--- src/dbs_map.svh ---
// dbs_map.svh: offsets, reset values and clamp values of the debug programming port
// assumes: included by the port package and modules of the block
`ifndef DBS_MAP_SVH
`define DBS_MAP_SVH
`define DBS_ADDR_MSB 31
`define DBS_ADDR_LSB 2
`define DBS_DATA_W 32
`define DBS_REG_CNT 4
`define DBS_IDX_W 2
`define DBS_OFF_CTRL 30'h0000000
`define DBS_OFF_DATA 30'h0000001
`define DBS_OFF_HALF 30'h0000002
`define DBS_OFF_STAT 30'h0000003
`define DBS_RST_WORD 32'h00000000
`define DBS_CLAMP_READY 1'b1
`define DBS_CLAMP_RDATA 32'h00000000
`define DBS_CLAMP_ERROR 1'b1
`define DBS_WAIT_CNT 2'h1
`endif

--- src/dbs_pkg.sv ---
// dbs_pkg.sv: types shared by the debug programming port
// assumes: dbs_map.svh sits in the same folder
`include "dbs_map.svh"
package dbs_pkg;
  typedef struct packed {
    logic select;
    logic accessPhase;
    logic writeDir;
    logic [`DBS_ADDR_MSB:`DBS_ADDR_LSB] wordAddr;
    logic [`DBS_DATA_W-1:0] wrData;
  } dbs_req_type;
  typedef struct packed {
    logic ready;
    logic error;
    logic [`DBS_DATA_W-1:0] rdData;
  } dbs_rsp_type;
  typedef enum logic [1:0] {
    DBS_IDLE = 2'b00,
    DBS_WAIT = 2'b01,
    DBS_DONE = 2'b10
  } dbs_state_type;
endpackage : dbs_pkg

--- src/dbs_reg_file.sv ---
// dbs_reg_file.sv: four words of register storage with 8/16/32-bit widths
// assumes: one write strobe per cycle from the bus port
`timescale 1ns/10ps
`include "dbs_map.svh"
module dbs_reg_file
  import dbs_pkg::*;
#(
  parameter int DATA_W = `DBS_DATA_W
) (
  input wire logic clk_sys,
  input wire logic rst_b,
  input wire logic wrEn,
  input wire logic [`DBS_IDX_W-1:0] wrIdx,
  input wire logic [DATA_W-1:0] wrData,
  input wire logic [`DBS_IDX_W-1:0] rdIdx,
  output logic [DATA_W-1:0] rdData
);
  logic [DATA_W-1:0] store [`DBS_REG_CNT];
  logic [DATA_W-1:0] next_store [`DBS_REG_CNT];

  // register widths: idx0 32 bits, idx1 8 bits, idx2 16 bits, idx3 status (read only)
  function automatic logic [DATA_W-1:0] widthMask(input logic [`DBS_IDX_W-1:0] idx);
    case (idx)
      2'h0: widthMask = {DATA_W{1'b1}};
      2'h1: widthMask = DATA_W'(32'h000000ff);
      2'h2: widthMask = DATA_W'(32'h0000ffff);
      default: widthMask = '0;
    endcase
  endfunction : widthMask

  always_comb begin
    for (int i = 0; i < `DBS_REG_CNT; i++) begin
      next_store[i] = store[i];
    end
    if (wrEn) begin
      next_store[wrIdx] = wrData & widthMask(wrIdx);
    end
  end

  always_ff @(posedge clk_sys) begin
    for (int i = 0; i < `DBS_REG_CNT; i++) begin
      if (!rst_b) begin
        store[i] <= DATA_W'(`DBS_RST_WORD);
      end else begin
        store[i] <= next_store[i];
      end
    end
  end

  assign rdData = store[rdIdx] & widthMask(rdIdx);
endmodule : dbs_reg_file

--- src/dbs_debug_port.sv ---
// dbs_debug_port.sv: slave side of the debug programming bus, with clamping
// assumes: one master drives select, phase, direction, address and data on clk_sys
`timescale 1ns/10ps
`include "dbs_map.svh"

// What this block does
// - sample and advance only on rising clock
// - low reset returns port to idle
// - word address bits 31:2, only bit 31 ignored
// - write direction high writes, low reads
// - ready low stretches the transfer
// - selected slave drives read data
// - error valid in second transfer cycle
// - error only when component unavailable
// - clamp ready 1, data 0, error 1
// - bus and register model 32 bits
// - registers may be 8, 16, 32 bits
// - address bit 31 not split map
// - other paths only alongside bus access
module dbs_debug_port
  import dbs_pkg::*;
#(
  parameter int DATA_W = `DBS_DATA_W,
  parameter logic [1:0] WAIT_CNT = `DBS_WAIT_CNT
) (
  input wire logic clk_sys,
  input wire logic rst_b,
  input wire dbs_req_type busReq,
  input wire logic compPowered,
  input wire logic compEnabled,
  output dbs_rsp_type busRsp,
  output logic [DATA_W-1:0] ctrlWord
);
  dbs_state_type state, next_state;
  logic [1:0] waitCnt, next_waitCnt;
  dbs_rsp_type next_busRsp;
  logic [DATA_W-1:0] next_ctrlWord;
  logic [DATA_W-1:0] rfData;
  logic [`DBS_IDX_W-1:0] idx;
  logic available, wrEn, mapped;
  logic [DATA_W-1:0] statusWord;

  assign available = compPowered & compEnabled;
  // word-address bits 3:2 pick the word and bits 30:4 must be zero; bit 31 carries no special meaning
  assign idx = busReq.wordAddr[`DBS_ADDR_LSB+`DBS_IDX_W-1:`DBS_ADDR_LSB];
  assign mapped = (busReq.wordAddr[`DBS_ADDR_MSB-1:`DBS_ADDR_LSB+`DBS_IDX_W] == '0);
  assign statusWord = DATA_W'({state, available});

  dbs_reg_file #(.DATA_W(DATA_W)) regFile (
    .clk_sys(clk_sys),
    .rst_b(rst_b),
    .wrEn(wrEn),
    .wrIdx(idx),
    .wrData(busReq.wrData),
    .rdIdx(idx),
    .rdData(rfData)
  );

  always_comb begin
    next_state = state;
    next_waitCnt = waitCnt;
    next_busRsp = busRsp;
    next_ctrlWord = ctrlWord;
    wrEn = 1'b0;
    if (!available) begin
      next_state = DBS_IDLE;
      next_busRsp.ready = `DBS_CLAMP_READY;
      next_busRsp.rdData = DATA_W'(`DBS_CLAMP_RDATA);
      next_busRsp.error = `DBS_CLAMP_ERROR;
    end else begin
      next_busRsp.error = 1'b0;
      case (state)
        DBS_IDLE: begin
          next_busRsp.ready = 1'b0;
          next_busRsp.rdData = '0;
          if (busReq.select && !busReq.accessPhase) begin
            next_waitCnt = WAIT_CNT;
            next_state = DBS_WAIT;
          end
        end
        DBS_WAIT: begin
          if (waitCnt != 2'h0) begin
            next_waitCnt = waitCnt - 2'h1;
          end else begin
            next_busRsp.ready = 1'b1;
            next_state = DBS_DONE;
            if (busReq.writeDir) begin
              wrEn = mapped && (idx != 2'h3);
              if (mapped && idx == 2'h0) begin
                next_ctrlWord = busReq.wrData;
              end
            end else if (!mapped) begin
              next_busRsp.rdData = '0;
            end else if (idx == 2'h3) begin
              next_busRsp.rdData = statusWord;
            end else begin
              next_busRsp.rdData = rfData;
            end
          end
        end
        DBS_DONE: begin
          next_busRsp.ready = 1'b0;
          next_busRsp.rdData = '0;
          next_state = DBS_IDLE;
        end
        default: begin
          next_state = DBS_IDLE;
        end
      endcase
    end
  end

  always_ff @(posedge clk_sys) begin
    if (!rst_b) begin
      state <= DBS_IDLE;
      waitCnt <= 2'h0;
      busRsp <= '0;
      ctrlWord <= '0;
    end else begin
      state <= next_state;
      waitCnt <= next_waitCnt;
      busRsp <= next_busRsp;
      ctrlWord <= next_ctrlWord;
    end
  end

  // consecutive busy cycles and the completing cycle, used only by the checks
  logic [2:0] busyCnt, next_busyCnt;
  logic finishing;

  assign finishing = available && state == DBS_WAIT && waitCnt == 2'h0;

  always_comb begin
    next_busyCnt = busyCnt;
    if (state == DBS_IDLE) begin
      next_busyCnt = 3'h0;
    end else if (busyCnt != 3'h7) begin
      next_busyCnt = busyCnt + 3'h1;
    end
  end

  always_ff @(posedge clk_sys) begin
    if (!rst_b) begin
      busyCnt <= 3'h0;
    end else begin
      busyCnt <= next_busyCnt;
    end
  end

  // checks
  reset_idle_a: assert property (@(posedge clk_sys) !rst_b |=> state == DBS_IDLE
      && !busRsp.ready)
    else $error("port not idle after reset");
  reset_clear_a: assert property (@(posedge clk_sys) !rst_b |=> !busRsp.error
      && busRsp.rdData == '0 && ctrlWord == '0)
    else $error("outputs not cleared by reset");
  clamp_values_a: assert property (@(posedge clk_sys) disable iff (!rst_b)
      !available |=> busRsp.ready && busRsp.error && busRsp.rdData == '0)
    else $error("outputs not clamped");
  off_nowrite_a: assert property (@(posedge clk_sys) disable iff (!rst_b)
      !available |-> !wrEn)
    else $error("write while unavailable");
  error_cause_a: assert property (@(posedge clk_sys) disable iff (!rst_b)
      busRsp.error |-> $past(available) == 1'b0)
    else $error("error raised while available");
  error_free_a: assert property (@(posedge clk_sys) disable iff (!rst_b)
      available |=> !busRsp.error)
    else $error("error while component available");
  ready_time_a: assert property (@(posedge clk_sys) disable iff (!rst_b)
      (available && state == DBS_IDLE && busReq.select && !busReq.accessPhase)
      ##1 available [*3] |-> busRsp.ready)
    else $error("ready not at expected cycle");
  ready_pulse_a: assert property (@(posedge clk_sys) disable iff (!rst_b)
      busRsp.ready && available && $past(available) |=> !busRsp.ready || !available)
    else $error("ready held beyond one cycle");
  wait_stretch_a: assert property (@(posedge clk_sys) disable iff (!rst_b)
      available && state == DBS_WAIT && waitCnt != 2'h0 |=> !busRsp.ready)
    else $error("ready raised during wait states");
  ready_within_a: assert property (@(posedge clk_sys) disable iff (!rst_b)
      available && state == DBS_WAIT |-> ##[1:4] (busRsp.ready || !available))
    else $error("transfer not completed in time");
  done_idle_a: assert property (@(posedge clk_sys) disable iff (!rst_b)
      state == DBS_DONE |=> state == DBS_IDLE)
    else $error("port not idle after completion");
  busy_bound_a: assert property (@(posedge clk_sys) disable iff (!rst_b)
      busyCnt <= 3'h5)
    else $error("port busy too long");
  setup_take_a: assert property (@(posedge clk_sys) disable iff (!rst_b)
      available && state == DBS_IDLE && busReq.select && !busReq.accessPhase
      |=> state == DBS_WAIT)
    else $error("setup cycle not taken");
  idle_ignore_a: assert property (@(posedge clk_sys) disable iff (!rst_b)
      available && state == DBS_IDLE && !busReq.select |=> state == DBS_IDLE)
    else $error("transfer started without select");
  error_second_a: assert property (@(posedge clk_sys) disable iff (!rst_b)
      $rose(busRsp.error) |-> !$past(available))
    else $error("error not tied to unavailability");
  write_store_a: assert property (@(posedge clk_sys) disable iff (!rst_b)
      wrEn && idx == 2'h0 |=> ctrlWord == $past(busReq.wrData))
    else $error("control word not written");
  ctrl_hold_a: assert property (@(posedge clk_sys) disable iff (!rst_b)
      !wrEn |=> $stable(ctrlWord))
    else $error("control word changed without write");
  status_ro_a: assert property (@(posedge clk_sys) disable iff (!rst_b)
      wrEn |-> idx != 2'h3 && mapped)
    else $error("write to read-only or unmapped word");
  read_idle_a: assert property (@(posedge clk_sys) disable iff (!rst_b)
      available && $past(available) && !busRsp.ready |-> busRsp.rdData == '0)
    else $error("read data driven outside completion");
  write_rdzero_a: assert property (@(posedge clk_sys) disable iff (!rst_b)
      finishing && busReq.writeDir |=> busRsp.ready && busRsp.rdData == '0)
    else $error("read data driven on a write");
  status_read_a: assert property (@(posedge clk_sys) disable iff (!rst_b)
      finishing && !busReq.writeDir && mapped && idx == 2'h3
      |=> busRsp.rdData == DATA_W'({DBS_WAIT, 1'b1}))
    else $error("status word wrong");
  unmapped_read_a: assert property (@(posedge clk_sys) disable iff (!rst_b)
      finishing && !busReq.writeDir && !mapped
      |=> busRsp.ready && busRsp.rdData == '0 && !busRsp.error)
    else $error("unmapped read not empty");
  write_cov_c: cover property (@(posedge clk_sys) wrEn);
  read_cov_c: cover property (@(posedge clk_sys) busRsp.ready && !busReq.writeDir && available);
  clamp_cov_c: cover property (@(posedge clk_sys) $fell(available));
  stall_cov_c: cover property (@(posedge clk_sys) state == DBS_WAIT && waitCnt != 2'h0);
  error_cov_c: cover property (@(posedge clk_sys) busRsp.error && busReq.accessPhase);
endmodule : dbs_debug_port

--- config.mk ---
export PLATFORM = sky130hd
export DESIGN_NAME = dbs_debug_port
export DESIGN_NICKNAME = d
export VERILOG_FILES = /design/src/dbs_pkg.sv /design/src/dbs_reg_file.sv /design/src/dbs_debug_port.sv
export VERILOG_INCLUDE_DIRS = /design/src
export SDC_FILE = /design/constraint.sdc
export NUM_CORES = 1
export LEC_CHECK = 0
export BUFFER_PORTS_ARGS = -buffer_cell sky130_fd_sc_hd__buf_4
export CAP_MARGIN = 15
export CORE_MARGIN = 3
export CORE_UTILIZATION = 30
export DETAILED_ROUTE_END_ITERATION = 8
export PLACE_DENSITY_LB_ADDON = 0.12
export SYNTH_ARGS = -nofsm -noshare
export SYNTH_HDL_FRONTEND = slang
export SYNTH_SLANG_ARGS = --single-unit
--- constraint.sdc ---
create_clock -name clk_sys -period 5.4 [get_ports clk_sys]
set_input_delay 0.27 -clock clk_sys [delete_from_list [all_inputs] [get_ports clk_sys]]
set_output_delay 0.27 -clock clk_sys [all_outputs]
set_load 0.01 [all_outputs]
==> results.md <==
* Inserted Clock Buffers at 17
* Routed length per placed instance at 16.0 µm
* Cell Area, Synth at 0.00495 mm²
* Fin crit share at 0.551
* Power share of the combinational group at 0.040
* Share of the synthesized area in compound gates (AO/OA/AOI/OAI) at 0.126
* DRC marker count from the first detailed-route iteration at 138
* Total Nets Final at 666
* Syn_nets at 551
* Power share of the clock group at 0.539
* CTS tree: built
* Clock insertion delay at the later pin of the skew report at 420 ps
* Final WL at 13200 µm
* Number of buffers on the longest clock path at 2
* Die area at 0.0181 mm²
* Layout Utilization at 0.415
* Number of synthesized flops with an enable pin at 0
* Worst-path cell chain: nand4b_1 -> or3_1 -> or3_2 -> buf_4 -> mux2i_1
* CTS-repair resized insts at 0
* Fin. max-slew vios at 0
* Switching Fraction at 0.212
* Post-route worst setup slack at 2420 ps
* Multiplexer share of the synthesized area at 0.151
* Placement row count at 46
* Via-to-Cell Ratio at 4.87
* Synth cell types at 39
* Internal power at 1.74 mW
* Simple-gate share of the synthesized area at 0.162
* Xor-xnor portion of the synthesized cell area at 0
* Number of maximum-capacitance violations at 0
* Worst Setup End Kind: flip-flop
* Largest net degree at the start of global routing at 80
* Global-route wire length before repair at 21400 µm
* Overflow left after global routing at 0
* Worst slack at placement at 2070 ps
* Root Buffer Master: sky130_fd_sc_hd__clkbuf_16
* Ratio of cells with drive above 1 in the final layout at 0.309
* CP max stage delay at 850 ps
* Total setup violations reported at the end of the flow at 0
* Worst min-delay path class: in -> reg
* Number of clock sinks at 126
* # DRC at 0
* Overall power after layout at 2.21 mW
* Weighted congestion reported at the end of routability-driven placement at 0.764
* Adder-cell share of the synthesized area at 0.00253
* Number of I/O port buffers at 133
* Data required, critical path at 5680 ps
* Vias at 4016
* Signal arrival time at the worst endpoint at 3250 ps
* Setup_tns at 0 ps
* Achievable Freq at 336 MHz
* Via count of the first global-routing pass at 4053
* Net switching component of the power at 0.469 mW
* Final Hold Viols at 0
* Area of the core at 0.0160 mm²
* Layout Area Growth over Synthesis at 34.3%
* Number of antenna diodes at 0
* Crit-path slowest cell: sky130_fd_sc_hd__or3_2
* Sequential cell area fraction in the yosys report at 0.510
* Number of buffers inserted by post-CTS setup repair at 0
* Unrepaired setup endpoints after global routing: false
* VDD IR-drop max at 0.235 mV
* Die height at 134 µm
* Actual slew at the worst max-slew pin at 1060 ps
* Clock-pin slew on the worst setup and hold paths at 60 ps
* Antenna violations before repair at 0
* Synthesis Warnings at 0
* Count of antenna-violating nets left after detailed routing at 0
* Portion of total power attributed to sequential cells at 0.421
* Critical path startpoint category: flip-flop
* Number of hold-repair buffers added at the cts stage at 0
* Top_reg_cell synth: sky130_fd_sc_hd__dfxtp_1
* Leakage at 2.97 nW
* Slew HR at 0.294
* Largest family of logic cells by synthesized area: simple AND/OR/NAND/NOR gates
* GRT Util Overall at 0.150
* Status: finished clean
* Category of the most critical setup path: reg -> reg
* Critical path buffers and inverters at 1
* Initial standard-cell utilization of the core at 0.309
* Boundary pin count at 135
* Cells after Synth at 481
* Mean instance size in the synthesized netlist at 10.3 µm²
* HPWL reported at the end of detailed placement at 8820 µm
* Cell type group with the largest total delay on the critical path: simple AND/OR/NAND/NOR gates
* Largest clock skew in the final design at 6.68 ps
* H-tree depth at 4
* Async set-or-reset flop fraction in the synthesized netlist at 0
* Biggest fanout along the worst timing path at 33
* Final hold slack at 88.5 ps
* Die Span X at 134 µm
* Power per cell area at 333 mW/mm²
* First-pass iteration count of the detailed router at 5
* Final period demand of the worst path at 2980 ps
* Flop and latch count out of synthesis at 126
[worst paths after layout]
path	start	endpoint	slack (ps)	cells after the start
max reg2reg	state[0]	regFile.store[0][6]	2420	5
max	state[0]	regFile.store[0][6]	2420	5
min	compEnabled	busRsp[32]	90	2
min reg2reg	busRsp[9]	busRsp[9]	450	2
[layout by cell type (no fill, tap or decap), types with 2 or more instances in the layout]
cell / netlist / routed
sky130_fd_sc_hd__a211oi_1: 2 / 2
sky130_fd_sc_hd__a21oi_1: 3 / 2
sky130_fd_sc_hd__a22o_1: 24 / 24
sky130_fd_sc_hd__a31o_1: 28 / 28
sky130_fd_sc_hd__a31o_2: 4 / 4
sky130_fd_sc_hd__buf_4: 0 / 136
sky130_fd_sc_hd__bufinv_16: 0 / 4
sky130_fd_sc_hd__clkbuf_16: 0 / 17
sky130_fd_sc_hd__clkinv_2: 0 / 5
sky130_fd_sc_hd__clkinv_4: 0 / 2
sky130_fd_sc_hd__clkinvlp_4: 0 / 3
sky130_fd_sc_hd__dfxtp_1: 126 / 126
sky130_fd_sc_hd__inv_1: 5 / 5
sky130_fd_sc_hd__mux2_2: 2 / 2
sky130_fd_sc_hd__mux2i_1: 70 / 70
sky130_fd_sc_hd__nand2_1: 104 / 104
sky130_fd_sc_hd__nand3_1: 3 / 3
sky130_fd_sc_hd__nand3b_1: 5 / 5
sky130_fd_sc_hd__nor2_1: 3 / 3
sky130_fd_sc_hd__nor2b_1: 2 / 2
sky130_fd_sc_hd__nor4_1: 19 / 19
sky130_fd_sc_hd__nor4_2: 4 / 4
sky130_fd_sc_hd__nor4_4: 3 / 3
sky130_fd_sc_hd__o21ai_0: 8 / 8
sky130_fd_sc_hd__o21ai_1: 6 / 6
sky130_fd_sc_hd__o22a_1: 2 / 2
sky130_fd_sc_hd__or3_1: 4 / 3
[layer usage]
metal  vias to the layer above  share of wire  GRT usage
met3                        24          0.056     0.0469
li1                       1959              -          -
met4                         0          0.022     0.0611
met5                         -              0          0
met1                      1909           0.45      0.190
met2                       124           0.47      0.237
[stage by stage]
step	instance area [µm²]	cells
6_report	6650	825
5_1_grt	6650	825
4_1_cts	6650	825
3_5_place_dp	6030	793
3_3_place_gp	6030	793
2_1_floorplan	4950	481
[power by group through the flow]
stage / clock, mW / sequential [mW] / combinational [mW]
final: 1.19 / 0.932 / 0.0885
after detailed placement: 0 / 0.952 / 0.0894
after global routing: 1.26 / 0.932 / 0.0969
after CTS: 1.22 / 0.932 / 0.0896
after floorplan: 0 / 0.953 / 0.0365
after global placement: 0 / 0.952 / 0.0885
[synth_stat cells (2+ instances only)]
cell type | instances | share of area
sky130_fd_sc_hd__nand2_1 | 104 | 0.079
sky130_fd_sc_hd__o21ai_0 | 8 | 0.0081
sky130_fd_sc_hd__a21oi_1 | 3 | 0.0030
sky130_fd_sc_hd__clkbuf_1 | 23 | 0.017
sky130_fd_sc_hd__nor4_4 | 3 | 0.013
sky130_fd_sc_hd__a22o_1 | 24 | 0.042
sky130_fd_sc_hd__nand3_1 | 3 | 0.0030
sky130_fd_sc_hd__mux2_2 | 2 | 0.0046
sky130_fd_sc_hd__nor4_1 | 19 | 0.024
sky130_fd_sc_hd__buf_1 | 3 | 0.0023
sky130_fd_sc_hd__o22a_1 | 2 | 0.0035
sky130_fd_sc_hd__nor2b_1 | 2 | 0.0025
sky130_fd_sc_hd__buf_6 | 9 | 0.020
sky130_fd_sc_hd__mux2i_1 | 70 | 0.14
sky130_fd_sc_hd__nor2_1 | 3 | 0.0023
sky130_fd_sc_hd__dfxtp_1 | 126 | 0.51
sky130_fd_sc_hd__o21ai_1 | 6 | 0.0061
sky130_fd_sc_hd__nor4_2 | 4 | 0.010
sky130_fd_sc_hd__a211oi_1 | 2 | 0.0030
sky130_fd_sc_hd__inv_1 | 5 | 0.0038
sky130_fd_sc_hd__buf_2 | 5 | 0.0051
sky130_fd_sc_hd__or3_1 | 4 | 0.0051
sky130_fd_sc_hd__a31o_1 | 28 | 0.050
sky130_fd_sc_hd__a31o_2 | 4 | 0.0071
sky130_fd_sc_hd__nand3b_1 | 5 | 0.0076
[flip-flops by register name, summed over array words and instances, names as in the netlist]
register,cells
regFile.store,56
waitCnt,2
busRsp,34
ctrlWord,32
state,2
[worst reg2reg max path: stages, from the launching register on]
cell	delay [ps]
sky130_fd_sc_hd__dfxtp_1	450
sky130_fd_sc_hd__nand4b_1	190
sky130_fd_sc_hd__or3_1	690
sky130_fd_sc_hd__or3_2	860
sky130_fd_sc_hd__buf_4	440
sky130_fd_sc_hd__mux2i_1	220
[layout make-up]
| cell class | instances | area [µm²] |
|---|---|---|
| tap | 216 | 270 |
| sequential | 126 | 2520 |
| fill | 1603 | 9350 |
| timing repair buffer | 136 | 1020 |
| clock inverter | 15 | 194 |
| inverter | 5 | 18.8 |
| clock buffer | 17 | 425 |
| multi-input combinational | 310 | 2200 |
[logic make-up (layout without fill, tap and decap cells)]
logic type	after synthesis	in the layout
buffers and inverters	45	173
muxes	73	73
adders and majority gates	1	1
AOI/OAI and AO/OA	79	79
DFF	126	126
and+or+nand+nor	157	157
No activity file was read; power rests on OpenSTA's default activity.
